**config.mk**
```make
export PLATFORM = sky130hd
export DESIGN_NAME = sdbc_top
export DESIGN_NICKNAME = d
export VERILOG_FILES = /design/src/hdl/sdbc_pkg.sv /design/src/hdl/sdbc_strm_if.sv /design/src/hdl/sdbc_bank.sv /design/src/hdl/sdbc_fifo.sv /design/src/hdl/sdbc_top.sv
export SDC_FILE = /design/constraint.sdc
export NUM_CORES = 1
export LEC_CHECK = 0
export ABC_AREA = 1
export BUFFER_PORTS_ARGS = -buffer_cell sky130_fd_sc_hd__buf_2
export CAP_MARGIN = 20
export CORE_MARGIN = 8
export CORE_UTILIZATION = 50
export CTS_BUF_LIST = sky130_fd_sc_hd__clkbuf_2 sky130_fd_sc_hd__clkbuf_4 sky130_fd_sc_hd__clkbuf_8
export CTS_CLUSTER_DIAMETER = 40
export DETAILED_ROUTE_END_ITERATION = 10
export PLACE_DENSITY_LB_ADDON = 0.2
export SYNTH_ARGS = -nofsm -noshare
export SYNTH_HDL_FRONTEND = slang
export SYNTH_SLANG_ARGS = --single-unit
export TNS_END_PERCENT = 100
```
**constraint.sdc**
```tcl
create_clock -name SYS_CLK -period 2.1 [get_ports SYS_CLK]
set_clock_uncertainty 0.05 [all_clocks]
set_input_delay 0.105 -clock SYS_CLK [delete_from_list [all_inputs] [get_ports SYS_CLK]]
set_output_delay 0.105 -clock SYS_CLK [all_outputs]
set_load 0.01 [all_outputs]
```
**src/hdl/sdbc_pkg.sv**
```systemverilog
// sdbc_pkg: constants, command codes and state types for the bank command logic.
// assumes a single 10 MHz clock; all times are rounded to whole cycles here.
package sdbc_pkg;
	localparam int N_BANKS = 4;
	localparam int BA_W = 2;
	localparam int CNT_W = 8;
	localparam int COL_W_DEF = 8;
	localparam int READ_LATENCY_DEF = 2;
	localparam int BURST_LEN_DEF = 4;
	localparam int CLK_PERIOD_NS = 100;
	// plain defaults, adjust to the part in use
	localparam int ACTIVATE_TO_COLUMN_DELAY_NS = 20;
	localparam int PRECHARGE_TIME_NS = 20;
	localparam int WRITE_RECOVERY_TIME_NS = 15;
	localparam int SELF_REFRESH_EXIT_TIME_NS = 75;
	localparam int SR_EXIT_NOPS = 2;

	// least times round up, never below one cycle
	function automatic int ns_to_cyc(input int t_ns);
		int c;
		c = (t_ns + CLK_PERIOD_NS - 1) / CLK_PERIOD_NS;
		return (c < 1) ? 1 : c;
	endfunction : ns_to_cyc

	localparam int RCD_CYC = ns_to_cyc(ACTIVATE_TO_COLUMN_DELAY_NS);
	localparam int RP_CYC = ns_to_cyc(PRECHARGE_TIME_NS);
	localparam int WR_CYC = ns_to_cyc(WRITE_RECOVERY_TIME_NS);
	localparam int XSR_RAW = ns_to_cyc(SELF_REFRESH_EXIT_TIME_NS);
	localparam int XSR_CYC = (XSR_RAW < SR_EXIT_NOPS) ? SR_EXIT_NOPS : XSR_RAW;

	// strobe patterns, row strobe / column strobe / write enable
	localparam logic [2:0] STB_ACT = 3'h3;
	localparam logic [2:0] STB_READ = 3'h5;
	localparam logic [2:0] STB_WRITE = 3'h4;
	localparam logic [2:0] STB_PRE = 3'h2;
	localparam logic [2:0] STB_REFRESH = 3'h1;
	localparam logic [2:0] STB_LMR = 3'h0;
	localparam logic [2:0] STB_BT = 3'h6;
	localparam logic [2:0] STB_NOP = 3'h7;

	typedef enum logic [3:0] {
		C_INHIBIT, C_NOP, C_ACT, C_READ, C_WRITE, C_PRE, C_REFRESH, C_LMR, C_BT
	} sdbc_cmd_t;

	typedef enum logic [4:0] {
		BK_IDLE = 5'h01, BK_OPENING = 5'h02, BK_OPEN = 5'h04, BK_RECOV = 5'h08,
		BK_CLOSING = 5'h10
	} sdbc_bank_t;

	typedef enum logic [4:0] {
		PWR_ON = 5'h01, PWR_PD = 5'h02, PWR_SR = 5'h04, PWR_SRX = 5'h08, PWR_SUSP = 5'h10
	} sdbc_pwr_t;

	function automatic sdbc_cmd_t sdbc_decode(input logic cs_n, input logic [2:0] stb);
		sdbc_cmd_t c;
		c = C_INHIBIT;
		if (!cs_n)
		begin
			unique case (stb)
				STB_NOP: c = C_NOP;
				STB_ACT: c = C_ACT;
				STB_READ: c = C_READ;
				STB_WRITE: c = C_WRITE;
				STB_PRE: c = C_PRE;
				STB_REFRESH: c = C_REFRESH;
				STB_LMR: c = C_LMR;
				STB_BT: c = C_BT;
			endcase
		end
		return c;
	endfunction : sdbc_decode
endpackage : sdbc_pkg

```
**src/hdl/sdbc_strm_if.sv**
```systemverilog
// sdbc_strm_if: valid/ready word stream between the read pipeline and its buffer.
// assumes one clock shared by both ends.
`timescale 1ns/1ps
`default_nettype none
interface sdbc_strm_if #(parameter int W = 10);
	logic valid;
	logic ready;
	logic [W-1:0] data;
	modport src (output valid, output data, input ready);
	modport snk (input valid, input data, output ready);
endinterface : sdbc_strm_if
`default_nettype wire

```
**src/hdl/sdbc_bank.sv**
```systemverilog
// sdbc_bank: state record of one bank, with one timer shared by activate, recovery and precharge.
// assumes commands arrive already qualified by the top-level command logic.
`timescale 1ns/1ps
`default_nettype none
module sdbc_bank import sdbc_pkg::*; #(
	parameter int RCD = RCD_CYC,
	parameter int RP = RP_CYC,
	parameter int WR = WR_CYC
) (
	input wire logic clk,
	input wire logic nrst,
	input wire logic en,
	input wire logic act,
	input wire logic pre,
	input wire logic pre_late,
	output logic idle,
	output logic prechg,
	output logic recov
);
	sdbc_bank_t state, next_state;
	logic [CNT_W-1:0] timer, next_timer;
	wire logic done = (timer == '0);

	always_comb
	begin
		next_state = state;
		next_timer = done ? timer : timer - CNT_W'(1);
		if (pre)
		begin
			next_state = BK_CLOSING;
			next_timer = CNT_W'(RP - 1);
		end
		else if (pre_late)
		begin
			next_state = BK_RECOV;
			next_timer = CNT_W'(WR - 1);
		end
		else
		begin
			unique case (state)
				BK_IDLE: if (act) begin next_state = BK_OPENING; next_timer = CNT_W'(RCD - 1); end
				BK_OPENING: if (done) next_state = BK_OPEN;
				BK_OPEN: next_state = BK_OPEN;
				BK_RECOV: if (done) begin next_state = BK_CLOSING; next_timer = CNT_W'(RP - 1); end
				BK_CLOSING: if (done) next_state = BK_IDLE;
				default: next_state = BK_IDLE;
			endcase
		end
	end

	always_ff @(posedge clk)
	begin
		if (!nrst)
		begin
			state <= BK_IDLE;
			timer <= '0;
		end
		else if (en)
		begin
			state <= next_state;
			timer <= next_timer;
		end
	end

	assign idle = (state == BK_IDLE);
	assign prechg = (state == BK_CLOSING);
	assign recov = (state == BK_RECOV);
endmodule : sdbc_bank
`default_nettype wire

```
**src/hdl/sdbc_fifo.sv**
```systemverilog
// sdbc_fifo: small read-data buffer, stream in through the interface, plain ports out.
// assumes the draining side may hold ready low for any time.
`timescale 1ns/1ps
`default_nettype none
module sdbc_fifo #(
	parameter int W = 10,
	parameter int DEPTH = 2
) (
	input wire logic clk,
	input wire logic nrst,
	input wire logic en,
	sdbc_strm_if.snk in_s,
	output logic out_valid,
	input wire logic out_ready,
	output logic [W-1:0] out_data
);
	localparam int PW = (DEPTH > 1) ? $clog2(DEPTH) : 1;
	localparam int CW = $clog2(DEPTH + 1);
	logic [W-1:0] mem [DEPTH];
	logic [PW-1:0] wp, rp;
	logic [CW-1:0] count;
	wire logic push = en && in_s.valid && in_s.ready;
	wire logic pop = en && out_valid && out_ready;

	assign in_s.ready = (count != CW'(DEPTH));
	assign out_valid = (count != '0);
	assign out_data = mem[rp];

	always_ff @(posedge clk)
	begin
		if (push)
			mem[wp] <= in_s.data;
	end

	always_ff @(posedge clk)
	begin
		if (!nrst)
		begin
			wp <= '0;
			rp <= '0;
			count <= '0;
		end
		else
		begin
			if (push)
				wp <= (wp == PW'(DEPTH - 1)) ? '0 : wp + PW'(1);
			if (pop)
				rp <= (rp == PW'(DEPTH - 1)) ? '0 : rp + PW'(1);
			count <= count + CW'(push) - CW'(pop);
		end
	end
endmodule : sdbc_fifo
`default_nettype wire

```
**src/hdl/sdbc_top.sv**
```systemverilog
// sdbc_top: command decode, per-bank state, burst interplay and clock-enable handling
// of a four-bank synchronous dram, with read data leaving through a two-entry buffer.
// assumes all pins synchronous to SYS_CLK and a controller that keeps its own timing.
// Notes on behaviour
// - chip select high is inhibit; running operations carry on.
// - chip select low with all strobes high is a no-operation.
// - strobe patterns decode to activate, read, write and precharge.
// - with bank n idle, bank m takes any command its state permits.
// - other banks accept activate, read, write, precharge while bank n is busy.
// - burst terminate acts only on the running burst, never another bank.
// - precharge to another bank leaves the running burst untouched.
// - interrupting an auto-precharge burst starts that bank's precharge internally.
// - read interrupting a read takes the output one read latency later.
// - write interrupting a read ends it when registered; mask one clock earlier.
// - read interrupting a write stops it; last write word one clock before.
// - write interrupting a write ends it; last old word the clock before.
// - read over a read with auto precharge precharges bank n at once.
// - write over a read with auto precharge ends it, precharges bank n.
// - read over a write with auto precharge: precharge after write recovery.
// - write over a write with auto precharge: precharge after write recovery.
// - clock enable low at both edges holds power-down, self refresh or suspend.
// - all idle, enable falling: nop enters power-down, refresh enters self refresh.
// - power-down exit at edge n leaves all banks ready at edge n+1.
// - enable low during a burst suspends it; resumes the edge after return.
// - burst terminate cuts off the most recently started burst.
`timescale 1ns/1ps
`default_nettype none
module sdbc_top import sdbc_pkg::*; #(
	parameter int RD_LAT = READ_LATENCY_DEF,
	parameter int BURST_LEN = BURST_LEN_DEF,
	parameter int COL_W = COL_W_DEF
) (
	input wire logic SYS_CLK,
	input wire logic NRST,
	input wire logic CLK_EN,
	input wire logic CKE,
	input wire logic CS_N,
	input wire logic RAS_N,
	input wire logic CAS_N,
	input wire logic WE_N,
	input wire logic [BA_W-1:0] BA,
	input wire logic AUTO_PRE,
	input wire logic [COL_W-1:0] COL,
	input wire logic DQM,
	output logic RD_VALID,
	input wire logic RD_READY,
	output logic [BA_W+COL_W-1:0] RD_DATA,
	output logic WR_STROBE,
	output logic [BA_W-1:0] WR_BANK,
	output logic [COL_W-1:0] WR_COL,
	output logic ALL_IDLE,
	output logic POWER_DOWN,
	output logic SELF_REFRESH,
	output logic CLOCK_SUSPEND,
	output logic CMD_READY
);
	localparam int DATA_W = BA_W + COL_W;
	localparam int WR_DLY = WR_CYC;

	sdbc_cmd_t cmd;
	sdbc_pwr_t pwr, next_pwr;
	logic cke_prev;
	logic [CNT_W-1:0] xsr_cnt, next_xsr_cnt;
	logic burst_on, burst_rd, burst_ap;
	logic [BA_W-1:0] burst_bank;
	logic [COL_W-1:0] burst_col;
	logic [CNT_W-1:0] beat;
	logic [N_BANKS-1:0] bk_act, bk_pre, bk_pre_late, bk_idle, bk_prechg, bk_recov;
	logic [RD_LAT-1:0] pipe_v;
	logic [DATA_W-1:0] pipe_d [RD_LAT];
	sdbc_strm_if #(.W(DATA_W)) rd_s ();

	wire logic nop_like;
	wire logic all_idle;
	wire logic cmd_ok;
	wire logic run;
	wire logic rd_go, wr_go, bt_go, pre_go, act_go, col_go;
	wire logic beat_last, cont, burst_end, interrupt_ap, end_ap, ap_fire;
	wire logic rd_issue, wr_issue;
	wire logic [BA_W-1:0] cur_bank;
	wire logic [COL_W-1:0] cur_col;

	assign cmd = sdbc_decode(CS_N, {RAS_N, CAS_N, WE_N});
	assign nop_like = (cmd == C_INHIBIT) || (cmd == C_NOP);
	assign all_idle = &bk_idle;
	// commands count only with enable high at this edge and the previous one
	assign cmd_ok = (pwr == PWR_ON) && cke_prev && CKE;
	// a full buffer with a word waiting in the last pipe stage stalls the whole command path: simpler than dropping read words,
	// but the controller must watch CMD_READY
	assign run = cmd_ok && (rd_s.ready || !pipe_v[RD_LAT-1]);
	assign rd_go = run && (cmd == C_READ);
	assign wr_go = run && (cmd == C_WRITE);
	assign bt_go = run && (cmd == C_BT);
	assign pre_go = run && (cmd == C_PRE);
	assign act_go = run && (cmd == C_ACT);
	assign col_go = rd_go || wr_go;

	assign beat_last = (beat == CNT_W'(BURST_LEN - 1));
	// the running burst goes on unless a new column command or terminate arrives
	assign cont = burst_on && !col_go && !bt_go;
	assign burst_end = run && cont && beat_last;
	// a new burst to another bank cuts an auto-precharge burst short
	assign interrupt_ap = col_go && burst_on && burst_ap && (burst_bank != BA);
	assign end_ap = burst_end && burst_ap;
	assign ap_fire = interrupt_ap || end_ap;
	assign rd_issue = rd_go || (run && cont && burst_rd);
	assign wr_issue = wr_go || (run && cont && !burst_rd);
	assign cur_bank = col_go ? BA : burst_bank;
	assign cur_col = col_go ? COL : burst_col + COL_W'(beat);

	genvar i;
	generate
		for (i = 0; i < N_BANKS; i++)
		begin : g_bank
			wire logic hit = (BA == BA_W'(i));
			wire logic own = (burst_bank == BA_W'(i));
			assign bk_act[i] = act_go && hit;
			// read bursts precharge on interruption, write bursts wait out recovery
			assign bk_pre[i] = (pre_go && (AUTO_PRE || hit)) || (ap_fire && burst_rd && own);
			assign bk_pre_late[i] = ap_fire && !burst_rd && own;
			sdbc_bank #(.RCD(RCD_CYC), .RP(RP_CYC), .WR(WR_CYC)) u_bank (
				.clk(SYS_CLK),
				.nrst(NRST),
				.en(CLK_EN),
				.act(bk_act[i]),
				.pre(bk_pre[i]),
				.pre_late(bk_pre_late[i]),
				.idle(bk_idle[i]),
				.prechg(bk_prechg[i]),
				.recov(bk_recov[i])
			);
		end
	endgenerate

	// single record of the most recent burst, whichever bank it belongs to
	always_ff @(posedge SYS_CLK)
	begin
		if (!NRST)
		begin
			burst_on <= 1'b0;
			burst_rd <= 1'b0;
			burst_ap <= 1'b0;
			burst_bank <= '0;
			burst_col <= '0;
			beat <= '0;
		end
		else if (CLK_EN && run)
		begin
			if (col_go)
			begin
				burst_on <= 1'b1;
				burst_rd <= rd_go;
				burst_ap <= AUTO_PRE;
				burst_bank <= BA;
				burst_col <= COL;
				beat <= CNT_W'(1);
			end
			else if (bt_go || burst_end)
				burst_on <= 1'b0;
			else if (burst_on)
				beat <= beat + CNT_W'(1);
		end
	end

	// read pipeline: a word issued at edge n leaves the last stage read latency later,
	// so an older burst keeps the output until the new one arrives
	always_ff @(posedge SYS_CLK)
	begin
		if (!NRST)
			pipe_v[0] <= 1'b0;
		else if (CLK_EN && run)
			pipe_v[0] <= rd_issue && !wr_go;
	end

	always_ff @(posedge SYS_CLK)
	begin
		if (CLK_EN && run)
			pipe_d[0] <= {cur_bank, cur_col};
	end

	genvar k;
	generate
		for (k = 1; k < RD_LAT; k++)
		begin : g_pipe
			always_ff @(posedge SYS_CLK)
			begin
				if (!NRST)
					pipe_v[k] <= 1'b0;
				else if (CLK_EN && run)
					pipe_v[k] <= pipe_v[k-1] && !wr_go;
			end
			always_ff @(posedge SYS_CLK)
			begin
				if (CLK_EN && run)
					pipe_d[k] <= pipe_d[k-1];
			end
		end
	endgenerate

	assign rd_s.valid = pipe_v[RD_LAT-1] && cmd_ok;
	assign rd_s.data = pipe_d[RD_LAT-1];

	sdbc_fifo #(.W(DATA_W), .DEPTH(2)) u_fifo (
		.clk(SYS_CLK),
		.nrst(NRST),
		.en(CLK_EN),
		.in_s(rd_s),
		.out_valid(RD_VALID),
		.out_ready(RD_READY),
		.out_data(RD_DATA)
	);

	// write capture: a new column command owns its own edge, so the old burst's last
	// word is the one taken on the clock before
	always_ff @(posedge SYS_CLK)
	begin
		if (!NRST)
		begin
			WR_STROBE <= 1'b0;
			WR_BANK <= '0;
			WR_COL <= '0;
		end
		else if (CLK_EN)
		begin
			WR_STROBE <= wr_issue && run && !DQM;
			WR_BANK <= cur_bank;
			WR_COL <= cur_col;
		end
	end

	always_comb
	begin
		next_pwr = pwr;
		next_xsr_cnt = xsr_cnt;
		unique case (pwr)
			PWR_ON:
				if (cke_prev && !CKE)
				begin
					if (burst_on)
						next_pwr = PWR_SUSP;
					else if (all_idle && nop_like)
						next_pwr = PWR_PD;
					else if (all_idle && (cmd == C_REFRESH))
						next_pwr = PWR_SR;
				end
			PWR_PD:
				if (CKE && nop_like)
					next_pwr = PWR_ON;
			PWR_SR:
				if (CKE && nop_like)
				begin
					next_pwr = PWR_SRX;
					next_xsr_cnt = CNT_W'(XSR_CYC - 1);
				end
			// commands are ignored here whatever the controller sends
			PWR_SRX:
				if (xsr_cnt == '0)
					next_pwr = PWR_ON;
				else
					next_xsr_cnt = xsr_cnt - CNT_W'(1);
			PWR_SUSP:
				if (CKE)
					next_pwr = PWR_ON;
			default: next_pwr = PWR_ON;
		endcase
	end

	always_ff @(posedge SYS_CLK)
	begin
		if (!NRST)
		begin
			pwr <= PWR_ON;
			cke_prev <= 1'b0;
			xsr_cnt <= '0;
		end
		else if (CLK_EN)
		begin
			pwr <= next_pwr;
			cke_prev <= CKE;
			xsr_cnt <= next_xsr_cnt;
		end
	end

	assign ALL_IDLE = all_idle;
	assign POWER_DOWN = (pwr == PWR_PD);
	assign SELF_REFRESH = (pwr == PWR_SR) || (pwr == PWR_SRX);
	assign CLOCK_SUSPEND = (pwr == PWR_SUSP);
	assign CMD_READY = run;
endmodule : sdbc_top
`default_nettype wire

```
==> flow_summary_export.csv, run 1 <==
group,metric,value,unit
yosys,ys_ff_latch,145,
layout,n_antenna_cell,0,
layout,fin_util,62.7,%
sta,hold_viol_final,0,
sta,timing.hold.ws,0.0518,ns
grt,grt_pass1_vias,6240,
die,rows,45,
cts,cts_tree,"yes",
die,num_io_pins,48,
place,place_area,0.00857,mm2
grt,grt_usage,17.5,%
die,die_x,141,um
power,irDropWorstVdd,843,uV
grt,grt_max_degree,40,
cts,root_buffer,"clkbuf_8",
power,p_leak,0.00422,uW
routing,ant_nets,0,
power,powerDensity,1100,mW/mm2
yosys,syn_area,0.00781,mm2
power,p_comb_share,46.0,%
outcome,violations,"setup timing",
setup_path,crit_path_max_fanout,7,
power,totalPowerFinal,10500,uW
grt,antenna_found_initial,0,
setup_path,worstSetupStartpointType,"register",
cts,cts_buffers,17,
yosys,ys.flop_type,"dfxtp_1",
sta,setup_tns,-0.00265,ns
power,pwr-share-clk,18.8,%
layout,nNetsFinal,1177,
sta,tightest_slew,0.566,ns
routing,drtIter0Drc,512,
yosys,synth.yosys.warnings,0,
sta,grt_setup_unrepaired,"yes",
setup_path,crit_arrival,2.38,ns
die,initial_core_util,51.2,%
cts,clock-sinks,145,
cts,h-tree-depth,4,
cts,clk_pin_slew_worst_paths,0.09,ns
routing,via_count,6930,
outcome,status,"complete, but fails checks",
routing,drc,0,
flow_run,maxCapViolCount,0,
layout,drive_gt1_share,23.2,%
setup_path,setup.worst_path.end_class,"register",
yosys,yosysSeqAreaShare,42.3,%
yosys,postSynthAreaPerCell,7.72,um2
place,routabilityCongestion,0.814,
place,dp_hpwl,12500,um
die,core,0.0153,mm2
yosys,yosys.cell_types.count,50,
power,sequentialPowerShare,35.2,%
sta,slew_violations,0,
routing,drt-total-wl,17800,um
yosys,async_flop_share,0,%
routing,avgRoutedWirePerCell,13.1,um
grt,grt_pass1_wl,28600,um
sta,setup_violations,1,
routing,vias_per_cell,5.11,
setup_path,r2r_slack,-0.003,ns
grt,overflow,0,
yosys,synth_edf_count,40,
sta,max-slew-margin-rel,62.2,%
power,intPower,6230,uW
sta,fmax,476,MHz
sta,fin_crit_sh,100,%
sta,setup_slack,-0.00265,ns
cts,cts.path.max_buffers,2,
cts,clk_latency,0.46,ns
die,die_y,141,um
yosys,syn_nets,1057,
setup_path,cp.required,2.37,ns
power,switching_share,40.9,%
power,p_sw,4310,uW
place,io_buffers,47,
setup_path,critical_path_class,"register to register",
yosys,synth_cells,1011,
sta,final.min_clock_period,2.10,ns
hold_path,hold_class,"input pin to register",
die,dieArea,0.0199,mm2
layout,final_area,0.00956,mm2
layout,area_growth,22.5,%
routing,first_pass_iters,5,
[final timing paths]
check,end,depth (start not counted),start
worst max register to register,g_bank[2].u_bank.timer[1],13,pwr[2]
worst min register to register,pipe_d[0][16],0,pipe_d[0][6]
worst min-delay path,burst_col[6],3,NRST
worst max-delay path,g_bank[2].u_bank.timer[1],13,pwr[2]
[state kept, by name, indices dropped and copies added, names as in the netlist, named ones only]
| register | cells |
|---|---|
| burst_bank | 2 |
| pipe_d | 20 |
| u_fifo.rp | 1 |
| u_fifo.wp | 1 |
| burst_on | 1 |
| cke_prev | 1 |
| u_fifo.mem | 20 |
| g_bank.u_bank.state | 20 |
| WR_COL | 8 |
| u_fifo.count | 2 |
| xsr_cnt | 8 |
| pipe_v | 2 |
| WR_STROBE | 1 |
| burst_col | 8 |
| burst_ap | 1 |
| WR_BANK | 2 |
| beat | 8 |
| burst_rd | 1 |
| g_bank.u_bank.timer | 32 |
| pwr | 5 |
[per-layer routing]
metal	routed length [um]	track usage (%)	part of all wire (%)	vias to the layer above
met5	0	0	0	-
met4	197	5.54	1.1	0
met3	766	4.22	4.3	21
met2	8700	29.6	49	118
met1	8120	21.6	46	3190
li1	-	-	-	3601
[synth_stat cells, types with 4 or more instances]
cell	count	share of area [%]
a21oi_1	83	5.3
a31oi_1	5	0.40
buf_2	4	0.26
clkbuf_1	18	0.87
dfxtp_1	105	27
edfxtp_1	40	15
ha_1	24	3.8
inv_1	125	6.0
mux2_2	10	1.4
nand2_1	213	10
nand2_2	8	0.64
nand3_1	60	3.8
nand4_1	27	2.2
nand4_2	8	1.3
nor2_1	107	5.1
nor2_2	7	0.56
nor2_4	6	0.87
nor3_1	19	1.2
nor3_2	4	0.51
nor4_1	4	0.32
o211ai_1	8	0.77
o21ai_0	47	3.0
o21ai_1	4	0.26
o21ai_2	4	0.45
xnor2_1	13	1.5
xor2_1	20	2.2
[final cells by class]
| class | instances | area (um2) |
|---|---|---|
| fillers | 1346 | 5690 |
| well taps | 211 | 264 |
| flip-flops and latches | 145 | 3320 |
| clock inverters | 14 | 105 |
| inverters | 130 | 490 |
| multi-input cells | 712 | 4270 |
| repair buffers | 125 | 873 |
| clock buffers | 18 | 241 |
[power groups by stage]
stage | Sequential, uW | Combinational, uW | Clock, uW
floorplan | 3690 | 3490 | 0
global placement | 3760 | 4400 | 0
detailed placement | 3760 | 4460 | 0
CTS | 3710 | 4500 | 2020
global route | 3780 | 5490 | 2150
finish | 3710 | 4850 | 1980
[repair_timing]
item                                   CTS  global route
resized for setup                        0            92
endpoints found under the hold margin   28             0
setup buffers                            0            16
setup endpoints to repair                0            73
hold buffers                            13             0
[cell families (layout without fill, tap and decap cells)]
logic type	count (synthesis)	after routing	synth area share [%]
adders and majority gates	25	25	4.10
and+or+nand+nor	484	485	29.8
muxes	10	10	1.44
AOI/OAI and AO/OA	159	159	11.0
DFF	145	145	42.3
buffers and inverters	155	287	7.66
xor gates and xnor gates	33	33	3.70
[placed cells by master, fill, tap and decap left out, drive strengths merged, types with 18 or more instances in the layout]
cell	instances
nand2	224
inv	133
nor2	121
buf	112
dfxtp	105
a21oi	84
nand3	63
o21ai	55
edfxtp	40
nand4	37
ha	24
nor3	24
xor2	20
clkbuf	18
[worst max-delay path, cell delays in order (launching register included)]
cell and delay, ns:
dfxtp_4 0.36, nor2_4 0.10, nand2_2 0.08, nor2_4 0.12
nand3_4 0.12, nor3_4 0.19, nand3_4 0.13, nand2_8 0.13
buf_12 0.11, nand4_4 0.13, inv_2 0.19, nor2_4 0.08
o211ai_1 0.09, a21oi_1 0.08
[per-stage QoR]
stage | cells | worst slack [ns]
after CTS | 1338 | 0.0134
final | 1355 | -0.00265
after global routing | 1355 | -0.155
after floorplan | 1011 | -0.0548
after global placement | 1293 | 0.0529
after detailed placement | 1293 | 0.0194
Power figures use the tool's default switching activity.
==> inputs of run 2 (changes only) <==
REMOVE_ABC_BUFFERS = 1   (was unset)
SYNTH_HIERARCHICAL = 1   (was unset)
==> flow_summary_export.csv, run 2 <==
group,metric,value,unit
cts,clk_latency,0.46,ns
cts,cts_tree,"yes",
place,dp_hpwl,13300,um
place,routabilityCongestion,0.877,
setup_path,r2r_slack,-0.18,ns
sta,grt_setup_unrepaired,"yes",
routing,drt-total-wl,19000,um
layout,multi_input_comb_area,0.00461,mm2
setup_path,crit_family,"simple AND/OR/NAND/NOR gates",
yosys,synth_cells,1069,
die,num_io_pins,48,
routing,via_count,7269,
yosys,syn_area,0.00833,mm2
hold_path,min_path_cells,4,
sta,setup_violations,43,
cts,root_buffer,"clkbuf_8",
layout,regMostFlops,"g_bank.u_bank/timer",
die,die_y,145,um
setup_path,crit_buf_inv,4,
setup_path,worstSetupStartpointType,"register",
layout,nNetsFinal,1282,
layout,drive_gt1_share,32.6,%
grt,antenna_found_initial,1,
setup_path,worstReg2RegEnd,"g_bank[1].u_bank/state[1]",
setup_path,crit_path_max_fanout,5,
die,initial_core_util,50.6,%
outcome,violations,"setup timing",
sta,setup_slack,-0.176,ns
cts,h-tree-depth,4,
grt,grt_usage,17.9,%
yosys,synth.yosys.warnings,6,
sta,timing.hold.ws,0.0632,ns
layout,fillCellCount,1469,
sta,slew_violations,0,
sta,fmax,439,MHz
sta,final.min_clock_period,2.28,ns
setup_path,max_stage_delay,0.33,ns
power,p_leak,0.00464,uW
setup_path,setup.worst_path.end_class,"register",
power,totalPowerFinal,11100,uW
sta,hold_viol_final,0,
die,die_x,145,um
die,rows,47,
cts,clock-sinks,145,
die,dieArea,0.0210,mm2
sta,fin_crit_sh,108,%
setup_path,cp.required,2.41,ns
layout,area_growth,24.6,%
power,irDropWorstVdd,552,uV
hold_path,holdPathEnd,"u_fifo/rp",
setup_path,crit_arrival,2.59,ns
layout,largest_reg_flops,32,
routing,avgRoutedWirePerCell,12.9,um
setup_path,critical_path_class,"register to register",
routing,vias_per_cell,4.94,
cts,clk_pin_slew_worst_paths,0.09,ns
hold_path,hold_class,"input pin to register",
outcome,status,"complete, but fails checks",
power,powerDensity,1070,mW/mm2
setup_path,path_depth,17,
layout,seq_area,0.00331,mm2
sta,max-slew-margin-rel,64.2,%
place,io_buffers,47,
routing,ant_nets,0,
layout,layout_commonest_cell,"nand2_1",
setup_path,reg2reg_from,"pwr[1]",
cts,cts_buffers,17,
layout,final_area,0.0104,mm2
flow_run,maxCapViolCount,0,
hold_path,min_from,"RD_READY",
routing,drtIter0Drc,457,
setup_path,reg2regPathDepth,17,
sta,tightest_slew,0.533,ns
setup_path,crit_chain,"inv_2, nand2_2, nor2_4, nand4_4, clkinv_4, o21ai_4, nand3_2, nand2_4, nand3_4, nor3_2, buf_4, nor2_4, nand4_1, nand2_2, clkinvlp_4, a21oi_2, nor2_1",
grt,grt_pass1_wl,32000,um
routing,first_pass_iters,5,
routing,drc,0,
grt,overflow,0,
grt,grt_max_degree,36,
setup_path,crit_start,"pwr[1]",
yosys,postSynthAreaPerCell,7.79,um2
sta,setup_tns,-3.16,ns
layout,mostFrequentLayoutCells,"nand2_1, nor2_1, buf_4, nand3_1, dfxtp_1",
die,core,0.0165,mm2
setup_path,cpMaxStageDelayCell,"dfxtp_2",
place,pre_cts_slack,-0.254,ns
place,place_area,0.00944,mm2
cts,cts.path.max_buffers,2,
grt,grt_pass1_vias,6861,
## run 2: area by class of cell
class                   count  area share (%)
flip-flops and latches    145            31.9
repair inverters            4           0.289
well taps                 220            2.65
diodes                      1          0.0241
inverters                 136            5.13
repair buffers            169            11.7
clock inverters            15            1.65
clock buffers              17            2.25
multi-input cells         764            44.4
## run 2: where the power goes
part           internal, uW  total [uW]  switching [uW]
logic                  2190        5320            3130
clock network           898        2200            1300
registers              3270        3630             357
## run 2: timing repair
item                                    CTS  global route
endpoints found under the setup margin   50            58
hold endpoints to repair                 33             0
gates resized for setup                  33            55
hold buffers                             13             0
gates cloned                              4             0
pin swaps                                 7            37
setup buffers                             5             7
## run 2: through the flow
stage,utilization [%],std cells
after floorplan,-,1045
after global placement,57.3,1410
after detailed placement,57.3,1410
after CTS,61.6,1464
after global routing,63.1,1471
final,63.1,1471
## run 2: worst max-delay path by stage
stage                                      endpoint  slack (ns)
after floorplan           g_bank[0].u_bank/state[0]       -0.35
after global placement    g_bank[0].u_bank/state[2]       -0.17
after detailed placement  g_bank[1].u_bank/state[4]       -0.25
after CTS                 g_bank[2].u_bank/state[4]        -0.1
after global routing      g_bank[1].u_bank/state[0]       -0.32
final                     g_bank[1].u_bank/state[1]       -0.18
## run 2: per-layer routing
layer / track usage, % / wire (um) / vias to the layer above
li1: - / - / 3834
met1: 22.8 / 9010 / 3285
met2: 29.6 / 8850 / 123
met3: 3.95 / 755 / 27
met4: 5.93 / 347 / 0
met5: 0 / 0 / -
## run 2: worst min-delay path, delay by kind of cell
| kind | cells | cell delay (ns) |
|---|---|---|
| AO/OA/AOI/OAI | 1 | 0.12 |
| AND/OR/NAND/NOR | 2 | 0.19 |
| buffers and inverters | 1 | 0.12 |
